**config.mk**
```make
export PLATFORM = sky130hd
export DESIGN_NAME = psc_top
export DESIGN_NICKNAME = d
export VERILOG_FILES = /design/src/common/psc_pkg.sv /design/src/verilog/psc_top.sv
export SDC_FILE = /design/constraint.sdc
export NUM_CORES = 1
export LEC_CHECK = 0
export BUFFER_PORTS_ARGS = -buffer_cell sky130_fd_sc_hd__buf_2
export CAP_MARGIN = 20
export CORE_MARGIN = 2
export CORE_UTILIZATION = 41
export CTS_CLUSTER_SIZE = 16
export DETAILED_ROUTE_END_ITERATION = 8
export PLACE_DENSITY = 0.7
export SLEW_MARGIN = 20
export SYNTH_ARGS = -nofsm -noshare
export SYNTH_HDL_FRONTEND = slang
export SYNTH_SLANG_ARGS = --single-unit
```
**constraint.sdc**
```tcl
create_clock -name pclk -period 3.52 [get_ports pclk]
set_input_delay 0.704 -clock pclk [delete_from_list [all_inputs] [get_ports pclk]]
set_output_delay 0.704 -clock pclk [all_outputs]
set_load 0.02 [all_outputs]
```
**src/common/psc_pkg.sv**
```systemverilog
package psc_pkg;
    // apb register byte offsets
    localparam logic [7:0] PSC_CTRL_OFS = 8'h00;
    localparam logic [7:0] PSC_CMD_OFS = 8'h04;
    localparam logic [7:0] PSC_OPT_OFS = 8'h08;
    localparam logic [7:0] PSC_STAT_OFS = 8'h0C;
    // ctrl fields
    localparam int PSC_CTRL_ILK_EN = 0;
    localparam int PSC_CTRL_SEL_LO = 1;
    localparam logic [1:0] PSC_CTRL_SEL_RST = 2'h0;
    // cmd fields, write-one pulses
    localparam int PSC_CMD_START = 0;
    localparam int PSC_CMD_STOP = 1;
    localparam int PSC_CMD_CLEAR = 2;
    localparam int PSC_CMD_LOCK = 3;
    localparam int PSC_CMD_UNLOCK = 4;
    // over power trip scaling: full scale and 110 percent ceiling
    localparam int PSC_PWR_W = 16;
    localparam logic [31:0] PSC_PWR_FULL = 32'h0000_8000;
    localparam logic [31:0] PSC_OPT_PCT = 32'h0000_006E;
    localparam logic [31:0] PSC_PCT_DIV = 32'h0000_0064;
    localparam logic [31:0] PSC_OPT_MAX32 = (PSC_PWR_FULL * PSC_OPT_PCT) / PSC_PCT_DIV;
    localparam logic [PSC_PWR_W-1:0] PSC_OPT_MAX = PSC_OPT_MAX32[PSC_PWR_W-1:0];
    // consecutive samples before an over power fault registers
    localparam logic [2:0] PSC_OPT_SAMPLES = 3'h4;
    localparam int PSC_NUM_DIN = 4;
    localparam int PSC_NUM_AIN = 4;
    // status codes
    typedef enum logic [1:0] {
        PSC_ENABLED = 2'b00,
        PSC_DISABLED = 2'b01,
        PSC_SOFT = 2'b10,
        PSC_HARD = 2'b11
    } psc_state_t;
    // front panel button pulses
    typedef struct packed {
        logic start;
        logic stop;
        logic clear;
        logic lock;
    } psc_panel_t;
    // status word as read back
    typedef struct packed {
        logic [20:0] rsvd;
        logic power_on;
        logic lock_pan;
        logic lock_rem;
        logic lock_din;
        logic lock_led;
        logic thermal;
        logic ilk_fault;
        logic uio_alarm;
        logic opt_alarm;
        psc_state_t state;
    } psc_stat_t;
endpackage : psc_pkg

```
**src/verilog/psc_top.sv**
```systemverilog
// Function
// trip threshold capped at 110 percent
// trip only after consecutive over samples
// over power opens switch, latches alarm
// recovery: below threshold, clear, then start
// threshold resets to 110 percent
// thermal forces hard fault, blocks enable
// hard fault left only by reset
// enabled interlock loss gives soft fault
// interlock disabled by default, software enables
// interlock restored before clear is accepted
// lock ignores panel except stop; led
// lock sources ranked din, remote, panel
// digital input lock released only by input
// alarm on user input over range
// user alarm latches; range, clear, start
// power on: rocker and jumper or estop
// default jumper fitted, rocker alone decides
// enabled engages input; disabled waits start
// clear moves soft fault to disabled
// switch open outside enabled
// status readable on bus and pins
// two-bit status code, clocked
//
// Added by the designer: the APB slave port and the address map.
module psc_top
    import psc_pkg::*;
(
    // clock and reset
    input wire logic pclk,
    input wire logic presetn,
    // apb slave
    input wire logic psel,
    input wire logic penable,
    input wire logic pwrite,
    input wire logic [7:0] paddr,
    input wire logic [31:0] pwdata,
    output logic [31:0] prdata,
    output logic pready,
    output logic pslverr,
    // power measurement
    input wire logic [PSC_PWR_W-1:0] pwr_sample,
    input wire logic pwr_valid,
    // fault and lock sources
    input wire logic thermal_fault,
    input wire logic [PSC_NUM_DIN-1:0] dig_in,
    input wire logic [PSC_NUM_DIN-1:0] din_over,
    input wire logic [PSC_NUM_AIN-1:0] ain_over,
    input wire logic lock_din,
    // front panel
    input wire psc_panel_t panel,
    // power circuit
    input wire logic rocker_on,
    input wire logic estop_bypass_jumper,
    input wire logic estop_24v,
    // outputs
    output logic input_engaged,
    output psc_state_t status_code,
    output logic lock_led,
    output logic opt_alarm,
    output logic uio_alarm,
    output logic product_power_on
);

    psc_state_t state_reg, state_next;
    logic [31:0] prdata_reg;
    logic pready_reg, pslverr_reg;
    logic ilk_en_reg;
    logic [1:0] ilk_sel_reg;
    logic [PSC_PWR_W-1:0] opt_thr_reg;
    logic [2:0] opt_cnt_reg;
    logic opt_over_reg;
    logic opt_alarm_reg, uio_alarm_reg, ilk_fault_reg;
    logic lk_din_reg, lk_rem_reg, lk_pan_reg;
    logic lk_din_next, lk_rem_next, lk_pan_next;
    logic din_prev_reg;
    logic engaged_reg, lock_led_reg, power_on_reg;
    logic [4:0] cmd_reg;
    logic wr_en, setup;
    logic locked, start_cmd, stop_cmd, clear_cmd, clear_ok;
    logic opt_trip, uio_now, ilk_now, soft_evt;
    psc_stat_t stat;

    // bus strobes
    assign setup = psel & ~penable;
    assign wr_en = psel & penable & pready_reg & pwrite;

    // status word assembly
    always_comb begin
        stat = '0;
        stat.state = state_reg;
        stat.opt_alarm = opt_alarm_reg;
        stat.uio_alarm = uio_alarm_reg;
        stat.ilk_fault = ilk_fault_reg;
        stat.thermal = (state_reg == PSC_HARD);
        stat.lock_led = lock_led_reg;
        stat.lock_din = lk_din_reg;
        stat.lock_rem = lk_rem_reg;
        stat.lock_pan = lk_pan_reg;
        stat.power_on = power_on_reg;
    end

    // apb answer: one access cycle, read data latched at setup
    always_ff @(posedge pclk or negedge presetn) begin
        if (!presetn) begin
            pready_reg <= 1'b0;
            pslverr_reg <= 1'b0;
            prdata_reg <= 32'h0000_0000;
        end else begin
            pready_reg <= setup;
            pslverr_reg <= 1'b0;
            prdata_reg <= 32'h0000_0000;
            if (setup) begin
                case (paddr)
                    PSC_CTRL_OFS: prdata_reg <= {29'h0, ilk_sel_reg, ilk_en_reg};
                    PSC_CMD_OFS: prdata_reg <= 32'h0000_0000;
                    PSC_OPT_OFS: prdata_reg <= {16'h0000, opt_thr_reg};
                    PSC_STAT_OFS: prdata_reg <= stat;
                    default: pslverr_reg <= 1'b1;
                endcase
            end
        end
    end

    // configuration: interlock enable and pin select
    always_ff @(posedge pclk or negedge presetn) begin
        if (!presetn) begin
            ilk_en_reg <= 1'b0;
            ilk_sel_reg <= PSC_CTRL_SEL_RST;
        end else if (wr_en && paddr == PSC_CTRL_OFS) begin
            ilk_en_reg <= pwdata[PSC_CTRL_ILK_EN];
            ilk_sel_reg <= pwdata[PSC_CTRL_SEL_LO +: 2];
        end
    end

    // trip threshold, clamped to the ceiling
    always_ff @(posedge pclk or negedge presetn) begin
        if (!presetn) begin
            opt_thr_reg <= PSC_OPT_MAX;
        end else if (wr_en && paddr == PSC_OPT_OFS) begin
            if (pwdata[PSC_PWR_W-1:0] > PSC_OPT_MAX) begin
                opt_thr_reg <= PSC_OPT_MAX;
            end else begin
                opt_thr_reg <= pwdata[PSC_PWR_W-1:0];
            end
        end
    end

    // remote command pulses, one cycle after the write
    always_ff @(posedge pclk or negedge presetn) begin
        if (!presetn) begin
            cmd_reg <= 5'h00;
        end else if (wr_en && paddr == PSC_CMD_OFS) begin
            cmd_reg <= pwdata[4:0];
        end else begin
            cmd_reg <= 5'h00;
        end
    end

    // consecutive over power sample counter
    always_ff @(posedge pclk or negedge presetn) begin
        if (!presetn) begin
            opt_cnt_reg <= 3'h0;
            opt_over_reg <= 1'b0;
        end else if (pwr_valid) begin
            opt_over_reg <= (pwr_sample > opt_thr_reg);
            if (pwr_sample <= opt_thr_reg) begin
                opt_cnt_reg <= 3'h0;
            end else if (opt_cnt_reg != PSC_OPT_SAMPLES) begin
                opt_cnt_reg <= opt_cnt_reg + 3'h1;
            end
        end
    end

    // fault conditions
    assign opt_trip = (opt_cnt_reg == PSC_OPT_SAMPLES);
    assign uio_now = (|din_over) | (|ain_over);
    assign ilk_now = ilk_en_reg & ~dig_in[ilk_sel_reg];
    assign soft_evt = opt_trip | uio_now | ilk_now;

    // command sources; panel stop acts even while locked
    assign locked = lk_din_reg | lk_rem_reg | lk_pan_reg;
    assign start_cmd = cmd_reg[PSC_CMD_START] | (panel.start & ~locked);
    assign stop_cmd = cmd_reg[PSC_CMD_STOP] | panel.stop;
    assign clear_cmd = cmd_reg[PSC_CMD_CLEAR] | (panel.clear & ~locked);
    // clear accepted only once every cause is gone
    assign clear_ok = clear_cmd & (state_reg == PSC_SOFT) & ~soft_evt & ~opt_over_reg;

    // latched alarm flags; a new event wins over a clear
    always_ff @(posedge pclk or negedge presetn) begin
        if (!presetn) begin
            opt_alarm_reg <= 1'b0;
            uio_alarm_reg <= 1'b0;
            ilk_fault_reg <= 1'b0;
        end else begin
            if (opt_trip) begin
                opt_alarm_reg <= 1'b1;
            end else if (clear_ok) begin
                opt_alarm_reg <= 1'b0;
            end
            if (uio_now) begin
                uio_alarm_reg <= 1'b1;
            end else if (clear_ok) begin
                uio_alarm_reg <= 1'b0;
            end
            if (ilk_now) begin
                ilk_fault_reg <= 1'b1;
            end else if (clear_ok) begin
                ilk_fault_reg <= 1'b0;
            end
        end
    end

    // status state machine
    always_comb begin
        state_next = state_reg;
        case (state_reg)
            PSC_ENABLED: begin
                if (soft_evt) begin
                    state_next = PSC_SOFT;
                end else if (stop_cmd) begin
                    state_next = PSC_DISABLED;
                end
            end
            PSC_DISABLED: begin
                if (soft_evt) begin
                    state_next = PSC_SOFT;
                end else if (start_cmd) begin
                    state_next = PSC_ENABLED;
                end
            end
            PSC_SOFT: begin
                if (clear_ok) begin
                    state_next = PSC_DISABLED;
                end
            end
            PSC_HARD: state_next = PSC_HARD;
            default: state_next = PSC_DISABLED;
        endcase
        if (thermal_fault) begin
            state_next = PSC_HARD;
        end
    end

    // state register, code updated on the clock
    always_ff @(posedge pclk or negedge presetn) begin
        if (!presetn) begin
            state_reg <= PSC_DISABLED;
        end else begin
            state_reg <= state_next;
        end
    end

    // disconnect switch closed only when enabled
    always_ff @(posedge pclk or negedge presetn) begin
        if (!presetn) begin
            engaged_reg <= 1'b0;
        end else begin
            engaged_reg <= (state_next == PSC_ENABLED);
        end
    end

    // lock arbitration by source rank
    always_comb begin
        lk_din_next = lk_din_reg;
        lk_rem_next = lk_rem_reg;
        lk_pan_next = lk_pan_reg;
        if (panel.lock) begin
            if (!locked) begin
                lk_pan_next = 1'b1;
            end else if (!lk_din_reg && !lk_rem_reg) begin
                lk_pan_next = 1'b0;
            end
        end
        if (cmd_reg[PSC_CMD_LOCK]) begin
            lk_rem_next = 1'b1;
        end else if (cmd_reg[PSC_CMD_UNLOCK]) begin
            lk_rem_next = 1'b0;
            lk_pan_next = 1'b0;
        end
        if (lock_din && !din_prev_reg) begin
            lk_din_next = 1'b1;
        end else if (!lock_din && din_prev_reg) begin
            lk_din_next = 1'b0;
            lk_rem_next = 1'b0;
            lk_pan_next = 1'b0;
        end
    end

    // lock registers and indicator
    always_ff @(posedge pclk or negedge presetn) begin
        if (!presetn) begin
            lk_din_reg <= 1'b0;
            lk_rem_reg <= 1'b0;
            lk_pan_reg <= 1'b0;
            din_prev_reg <= 1'b0;
            lock_led_reg <= 1'b0;
        end else begin
            lk_din_reg <= lk_din_next;
            lk_rem_reg <= lk_rem_next;
            lk_pan_reg <= lk_pan_next;
            din_prev_reg <= lock_din;
            lock_led_reg <= lk_din_next | lk_rem_next | lk_pan_next;
        end
    end

    // product power from rocker, jumper and estop level
    always_ff @(posedge pclk or negedge presetn) begin
        if (!presetn) begin
            power_on_reg <= 1'b0;
        end else begin
            power_on_reg <= rocker_on & (estop_bypass_jumper | estop_24v);
        end
    end

    // outputs
    assign prdata = prdata_reg;
    assign pready = pready_reg;
    assign pslverr = pslverr_reg;
    assign input_engaged = engaged_reg;
    assign status_code = state_reg;
    assign lock_led = lock_led_reg;
    assign opt_alarm = opt_alarm_reg;
    assign uio_alarm = uio_alarm_reg;
    assign product_power_on = power_on_reg;

endmodule : psc_top

```
-- After elaboration in Yosys (flattened, before gate mapping)
Index checks and enable logic that the tools add are counted.
- output and inout port bits: 41
- register bits after elaboration: 74
- bits of input ports: 83
- order comparisons: 4
- multiplexer cells: 34
- reductions and logical operators: 21
- equal/unequal tests: 8
- bitwise operators: 27
- $add $sub $neg: 1
- operators with widths (operator ; count):
    one-hot mux 16 bit (3 select lines) ; 1
    2-to-1 mux 16 bit ; 2
    2-to-1 mux 1 bit ; 20
    == test 8 x 4 -> 1 bit, second input constant ; 2
    greater-than comparator 16 bit ; 1
    greater-than comparator 16 bit, second input constant ; 1
    <= comparator 16 bit ; 1
    2-to-1 mux 2 bit ; 6
    OR reduction 4 bit ; 3
    AND 1 bit ; 11
    bitwise OR 1 bit ; 11
    == test 8 x 3 -> 1 bit, second input constant ; 1
    logical NOT 8 bit ; 1
    one-hot mux 2 bit (4 select lines) ; 1
    nonzero test 2 bit ; 4
    logical AND 1 bit ; 6
    2-to-1 mux 3 bit ; 2
    2-to-1 mux 5 bit ; 1
    inverter 1 bit ; 5
    == test 2 bit, second input constant ; 2
    logical NOT 1 bit ; 4
    logical NOT 2 bit ; 2
    adder 3 x 1 -> 3 bit, second input constant ; 1
    == test 3 bit, second input constant ; 1
    other kinds (5) ; 5

-- Logic depth before layout (Yosys ltp)
Gate-level depths: netlist of run 1.
- depth in word-level cells: 12
- gate-level depth with buffers: 7

-- Worst setup path after synthesis of run 1
Ideal clock, no wire load.
- path kind: input port to flip-flop
- start: input port pwr_sample[15]
- end: register opt_cnt_reg[0]
- data required time: 3433 ps
- arrival: 2051 ps
- path slack: 1382 ps
- path buffers: 0
- library setup time: 87 ps
- stages on the path: 6
- path through: ha_1 > nand4_1 > or2_1 > a211oi_1 > o211ai_1 > a22oi_1
- word-level cells in the longest chain between the ends: 3
- ends and longest elaborated chain (what ; RTL line ; source):
    start: declaration ; psc_top.sv:42 ; input wire logic [PSC_PWR_W-1:0] pwr_sample,
    <= comparator 16 bit (*) ; psc_top.sv:167 ; if (pwr_sample <= opt_thr_reg) begin
    nonzero test 2 bit (no source line) ; -- ;
    AND reduction 2 bit (no source line) ; -- ;
    end signal: assignment ; psc_top.sv:170 ; opt_cnt_reg <= opt_cnt_reg + 3'h1;
    end: declaration ; psc_top.sv:71 ; logic [2:0] opt_cnt_reg;
Every way passes the cells marked *; elsewhere a longest branch is shown, timed or not.
A chain may end at the register's enable or synchronous reset.

-- Worst setup path after layout of run 1
- start: register opt_thr_reg[15]
- end: register opt_cnt_reg[1]
- word-level cells in the longest chain between the ends: 3
- ends and longest elaborated chain (what ; RTL line ; source):
    start: declaration ; psc_top.sv:70 ; logic [PSC_PWR_W-1:0] opt_thr_reg;
    start signal: assignment ; psc_top.sv:144 ; opt_thr_reg <= pwdata[PSC_PWR_W-1:0];
    <= comparator 16 bit (*) ; psc_top.sv:167 ;
    nonzero test 2 bit (no source line) ; -- ;
    AND reduction 2 bit (no source line) ; -- ;
Marks and branches as above.

==> reports/metrics.yaml, run 1 <==
clock_tree:
  cts_tree: "done"
  clock_latency_ns: 0.33
  cts_buffers: 9
  htree_levels: 3
  clk_pin_slew_worst_paths_ns: 0.07
  cts.path.max_buffers: 2
  root_buffer: "clkbuf_8"
  cts_resized: 0
  ctsHoldBuffers: 0
  clkSinkCount: 58
  post-cts-setup-buffers: 0
global_route:
  track_usage: 0.180
  grt_antenna_before_repair: 0
  overflow: 0
  grt_max_degree: 49
  grt_pass1_wl_mm: 10.5
  grt_pass1_vias: 2203
sta:
  rsz0062_at_grt: "no"
  post-route-min-period_ns: 2.32
  relSlewSlack: 0.556
  finalCritPeriodShare: 0.660
  setup_tns_ns: 0
  finClkSkew_ns: 0.00659
  setup_ws_ns: 1.20
  tightestPinTransition_ns: 0.660
  fmax_mhz: 431
  finalSetupViolations: 0
  drv_slew: 0
  finalHoldViolations: 0
pwr:
  p_per_area_nw_per_um2: 376
  p_clk_frac: 0.387
  switching_power_uw: 358
  combPwrFrac: 0.111
  power_frac_seq: 0.501
  p_leak_uw: 0.00193
  swShare: 0.262
  p_int_uw: 1010
  ir_worst_vdd_mv: 0.156
  power_uw: 1370
job:
  drv_cap: 0
worst_setup_path:
  start_kind: "flip-flop"
  regToRegStartpoint: "opt_thr_reg[15]$_DFFE_PN1P_"
  cp-end-kind: "flip-flop"
  cp_max_fo: 5
  required_ns: 3.75
  cp.arrival_ns: 2.56
  path_cells: "inv_1, ha_1, nand4_1, or2_1, a211oi_1, o211ai_1, o221ai_1"
  rr_worst_depth: 7
  cpPeakStageDelay_ns: 0.52
  timing.rr.end: "opt_cnt_reg[1]$_DFFE_PN0P_"
  slowest_stage: "dfstp_2"
  r2r_slack_ns: 1.20
  crit_type: "flip-flop to flip-flop"
cells_and_area:
  fin_nets: 492
  num_antenna_cells: 0
  final_cells: 491
  layout-drive-gt1-share: 0.304
  final_cell_mix: "buf_2 (90), dfrtp_1 (50), nor2_1 (32)"
  final_core_util: 0.530
  final_common_cell: "buf_2"
  syn_to_final_growth_pct: 23.1
  fillers: 651
synthesis:
  ys_types: 45
  synth_cells: 292
  ys_seq_elements: 58
  ys.flop_type: "dfrtp_1"
  synth-edff-count: 0
  ys_seq_area_frac: 0.494
  avgSynthCellArea_um2: 10.1
  yosys_warnings: 0
  synthesis.area_um2: 2960
  synthArstFlopShare: 1.00
routing:
  vias_per_cell: 4.91
  avgRoutedWirePerCell_um: 13.6
  drc: 0
  routed-via-count: 2411
  dr.pass1.iters: 4
  drt_iter0_drc: 92
  antenna_left: 0
  wirelength_mm: 6.67
die:
  rows: 30
  start_util: 0.431
  die_x_um: 88.9
  design.core.area_um2: 6870
  fp.dieH_um: 88.9
  die-area_um2: 7910
  pin_count: 124
placed_design:
  detailed_place_hpwl_mm: 5.30
  place.gp.congestion: 0.806
  io_buffer_count: 91
  place_ws_ns: 0.991
  dp.cells: 475
min_path:
  hp-class: "input port to async pin"
status:
  status: "finished clean"
stage by stage:
step,cell area (µm²),hold slack [ns]
finish,3640,0.376
floorplan,3010,0.408
detailed placement,3470,0.496
CTS,3640,0.497
global route,3640,0.414
global placement,3470,0.492
logic make-up after synthesis:
family | share of synthesized area
adders and majority gates | 0.0838
DFF | 0.494
AOI/OAI and AO/OA | 0.130
buffers and inverters | 0.0825
other | 0.00127
muxes | 0.0529
and+or+nand+nor | 0.155
area by class of cell:
cell class	instances	area [µm²]	area share
Clock inverter	5	30.0	0.00825
Clock buffer	11	141	0.0388
Inverter	26	97.6	0.0268
Tap cell	96	120	0.0330
Sequential cell	58	1460	0.402
Multi-Input combinational cell	201	1310	0.360
Timing Repair Buffer	94	480	0.132
power by group through the flow:
stage	sequential (µW)	clock [µW]	combinational (µW)
3_3_place_gp	697	0	148
6_report	686	530	152
2_1_floorplan	702	0	85.7
4_1_cts	686	543	153
5_1_grt	687	571	171
3_5_place_dp	698	0	153
worst max-delay path by stage:
stage                                           start                          to  slack (ns)  depth (start not counted)
after floorplan                        pwr_sample[15]  opt_cnt_reg[0]$_DFFE_PN0P_        1.38                          6
after detailed placement               pwr_sample[15]  opt_cnt_reg[1]$_DFFE_PN0P_        0.99                          7
after global routing      opt_thr_reg[15]$_DFFE_PN1P_  opt_cnt_reg[1]$_DFFE_PN0P_        1.04                          7
after global placement                 pwr_sample[15]  opt_cnt_reg[0]$_DFFE_PN0P_        1.03                          7
final                     opt_thr_reg[15]$_DFFE_PN1P_  opt_cnt_reg[1]$_DFFE_PN0P_        1.20                          7
after CTS                 opt_thr_reg[15]$_DFFE_PN1P_  opt_cnt_reg[1]$_DFFE_PN0P_        1.22                          7
metal layers:
layer,GRT usage,wire length [µm],up-vias
met2,0.295,3210,74
met1,0.231,2980,1138
li1,-,-,1188
met3,0.0406,391,11
met5,0,0,-
met4,0.0746,89,0
cells in the mapped netlist, types with 2 or more instances:
cell type  number  area share
or3_1           2      0.0042
dfrtp_1        50        0.42
nor3_1          8       0.014
o21ai_1         7       0.012
clkbuf_1        3      0.0038
a22oi_1         7       0.018
nor4_1          3      0.0063
buf_4          16       0.041
and2_1          5       0.011
a211oi_1        3      0.0076
or2_1           2      0.0042
o211ai_1        3      0.0076
mux2_1          3       0.011
a21o_1          3      0.0076
o21a_1          5       0.013
o21ai_0         6       0.010
o221ai_1        2      0.0059
nand2b_1        2      0.0042
o22ai_1         6       0.013
buf_2           3      0.0051
dfstp_2         8       0.071
a31oi_1         4      0.0085
nand4_1         5       0.011
nor2b_1         6       0.013
ha_1           19       0.080
nor2_1         32       0.041
nand3_1         2      0.0034
a21oi_1        11       0.019
nand3b_1        3      0.0076
inv_1          26       0.033
nand2_1        14       0.018
mux2i_1        10       0.034
worst max-delay path, delay by kind of cell, from the launching register on:
family,cells,cell delay (ns)
adder cells (fa/ha/maj),1,0.31
buffers and inverters,1,0.06
AND/OR/NAND/NOR,2,0.43
flip-flops,1,0.52
AO/OA/AOI/OAI,3,0.90
No activity file was read; power rests on OpenSTA's default activity.
==> run 2, diff against run 1 <==
--- a/config.mk
+++ b/config.mk
@@ -11,7 +11,7 @@
 export CORE_UTILIZATION = 41
 export CTS_CLUSTER_SIZE = 16
 export DETAILED_ROUTE_END_ITERATION = 8
-export PLACE_DENSITY = 0.7
+export PLACE_DENSITY = 0.73
 export SLEW_MARGIN = 20
 export SYNTH_ARGS = -nofsm -noshare
 export SYNTH_HDL_FRONTEND = slang
==> constraint.sdc (replaced) <==
create_clock -name pclk -period 2 [get_ports pclk]
set_input_delay 0.4 -clock pclk [delete_from_list [all_inputs] [get_ports pclk]]
set_output_delay 0.4 -clock pclk [all_outputs]
set_load 0.02 [all_outputs]
==> run 2 against run 1 <==
Effect of this change:
- the run now ends with negative setup slack left
- utilization is 3.8 points higher
- flip-flop and latch count stayed put
- via count is 3.9% higher
- sequential share of layout area is 2.7 points lower
- hold slack worse by 0.31 ns
- cell count is 3.3% higher
- clock power is 100% higher
- highest routed layer unchanged
- die area stayed put
- global-route usage is 1.2 points higher
- largest cell class unchanged
- clock-buffer cell count stayed put
- sequential power is 76% higher
- register-to-register slack worse by 1.2 ns
==> reports/metrics.yaml, run 2 (same netlist as run 1, synthesis figures left out) <==
global_route:
  grt_max_degree: 26  # was 49
  overflow: 0  # unchanged
  grt_pass1_wl_mm: 11.3  # was 10.5 mm
  track_usage: 0.192  # was 0.180
  grt_antenna_before_repair: 0  # unchanged
  grt_pass1_vias: 2424  # was 2203
sta:
  finClkSkew_ns: 0.00851  # was 0.00659 ns
  finalSetupViolations: 2  # was 0
  setup_ws_ns: -0.0471  # was 1.20 ns
  post-route-min-period_ns: 2.05  # was 2.32 ns
  fmax_mhz: 488  # was 431 MHz
  rsz0062_at_grt: "yes"  # was no
  relSlewSlack: 0.524  # was 0.556
  finalHoldViolations: 0  # unchanged
  drv_slew: 0  # unchanged
  tightestPinTransition_ns: 0.713  # was 0.660 ns
  finalCritPeriodShare: 1.02  # was 0.660
pwr:
  p_per_area_nw_per_um2: 658  # was 376 nW/µm²
  power_uw: 2570  # was 1370 µW
  ir_worst_vdd_mv: 0.367  # was 0.156 mV
  p_leak_uw: 0.00204  # was 0.00193 µW
placed_design:
  dp.cells: 486  # was 475
  io_buffer_count: 91  # unchanged
  postPlaceCellArea_um2: 3570  # was 3470 µm²
  detailed_place_hpwl_mm: 5.62  # was 5.30 mm
  place_ws_ns: -0.124  # was 0.991 ns
  place.gp.congestion: 0.813  # was 0.806
worst_setup_path:
  cp.arrival_ns: 2.23  # was 2.56 ns
  cpMostUsedCell: "buf_4"
  slowest_stage: "dfstp_2"  # unchanged
  start_kind: "flip-flop"  # unchanged
  cp_max_fo: 3  # was 5
  regToRegStartpoint: "opt_thr_reg[15]$_DFFE_PN1P_"  # unchanged
  path_cells: "inv_2, ha_4, nand4_1, buf_4, nor4_4, buf_4, nor2_2, o211ai_1, o221ai_1"  # was inv_1, ha_1, nand4_1, or2_1, a211oi_1, o211ai_1, o221ai_1
  crit_path_start: "opt_thr_reg[15]$_DFFE_PN1P_"  # unchanged
  cp-end-kind: "flip-flop"  # unchanged
  crit_type: "flip-flop to flip-flop"  # unchanged
  cpPeakStageDelay_ns: 0.53  # was 0.52 ns
  required_ns: 2.18  # was 3.75 ns
cells_and_area:
  final_cell_mix: "buf_2 (91), dfrtp_1 (50), nor2_1 (30)"  # was buf_2 (90), dfrtp_1 (50), nor2_1 (32)
  final_common_cell: "buf_2"  # unchanged
  fillers: 626  # was 651
  layout-drive-gt1-share: 0.360  # was 0.304
  multi_input_area_um2: 1400  # was 1310 µm²
  fin_area_um2: 3900  # was 3640 µm²
  final_cells: 507  # was 491
  syn_to_final_growth_pct: 31.8  # was 23.1%
  fin_nets: 508  # was 492
  seq_area_um2: 1460  # unchanged
  num_antenna_cells: 0  # unchanged
routing:
  vias_per_cell: 4.94  # was 4.91
  dr.pass1.iters: 4  # unchanged
  wirelength_mm: 7.14  # was 6.67 mm
  drt_iter0_drc: 105  # was 92
  routed-via-count: 2505  # was 2411
  avgRoutedWirePerCell_um: 14.1  # was 13.6 µm
  antenna_left: 0  # unchanged
  drc: 0  # unchanged
clock_tree:
  cts.path.max_buffers: 2  # unchanged
  htree_levels: 3  # unchanged
  clk_pin_slew_worst_paths_ns: 0.07  # about the same
  cts_tree: "done"  # unchanged
  root_buffer: "clkbuf_8"  # unchanged
  clock_latency_ns: 0.34  # was 0.33 ns
  clkSinkCount: 58  # unchanged
  cts_buffers: 9  # unchanged
die:
  die_x_um: 88.9  # unchanged
  rows: 30  # unchanged
  pin_count: 124  # unchanged
  design.core.area_um2: 6870  # unchanged
  start_util: 0.431  # unchanged
  fp.dieH_um: 88.9  # unchanged
  die-area_um2: 7910  # unchanged
job:
  drv_cap: 0  # unchanged
status:
  failed_checks: "negative setup slack"
  status: "finished with violations"  # was finished clean
min_path:
  hp-class: "input port to async pin"  # unchanged
## run 2: layout make-up
class                      count  area share
clock buffer                  11      0.0363
clock inverter                 5      0.0141
inverter                      26      0.0250
multi-input combinational    201       0.359
sequential                    58       0.375
tap                           96      0.0308
timing repair buffer         110       0.160
## run 2: metrics by stage
stage | hold slack, ns | util | TNS [ns]
global placement | 0.430 | 0.520 | -0.0342
finish | 0.0644 | 0.567 | -0.0493
floorplan | 0.104 | - | 0
global route | 0.0979 | 0.567 | -0.467
CTS | 0.0703 | 0.563 | 0
detailed placement | 0.431 | 0.520 | -0.318
## run 2: power breakdown
part,leakage [µW],switching [µW],internal (µW)
registers,0.000712,12.2,1200
clock network,0.0000953,461,604
logic,0.00123,169,123
## run 2: path summary, 6_finish.rpt
| kind | slack, ns | endpoint | depth (start not counted) |
|---|---|---|---|
| min in group pclk | 0.21 | din_prev_reg$_DFF_PN0_ | 1 |
| max in group asynchronous | 1.36 | opt_thr_reg[10]$_DFFE_PN1P_ | 2 |
| worst min register to register | 0.51 | ilk_en_reg$_DFFE_PN0P_ | 1 |
| worst max register to register | -0.05 | opt_cnt_reg[1]$_DFFE_PN0P_ | 9 |
| worst max-delay path | -0.05 | opt_cnt_reg[1]$_DFFE_PN0P_ | 9 |
| worst min-delay path | 0.06 | prdata[9]$_DFF_PN0_ | 1 |
## run 2: critical path: cells and delay by family (launching register included)
family | cells | cell delay (ns)
AO/OA/AOI/OAI | 2 | 0.30
buffers and inverters | 3 | 0.39
AND/OR/NAND/NOR | 3 | 0.41
adder cells (fa/ha/maj) | 1 | 0.26
flip-flops | 1 | 0.53
## run 2: routing by layer
metal,wire length (µm),track usage
met3,459,0.0563
met2,3560,0.317
met1,2980,0.242
met4,140,0.0692
met5,0,0
## run 2: repair_timing
item / 4_1_cts / 5_1_grt
setup endpoints to repair: 3 / 6
gates resized for setup: 10 / 3
setup buffers: 5 / 0
pin swaps: 7 / 2
hold buffers: 0 / 0
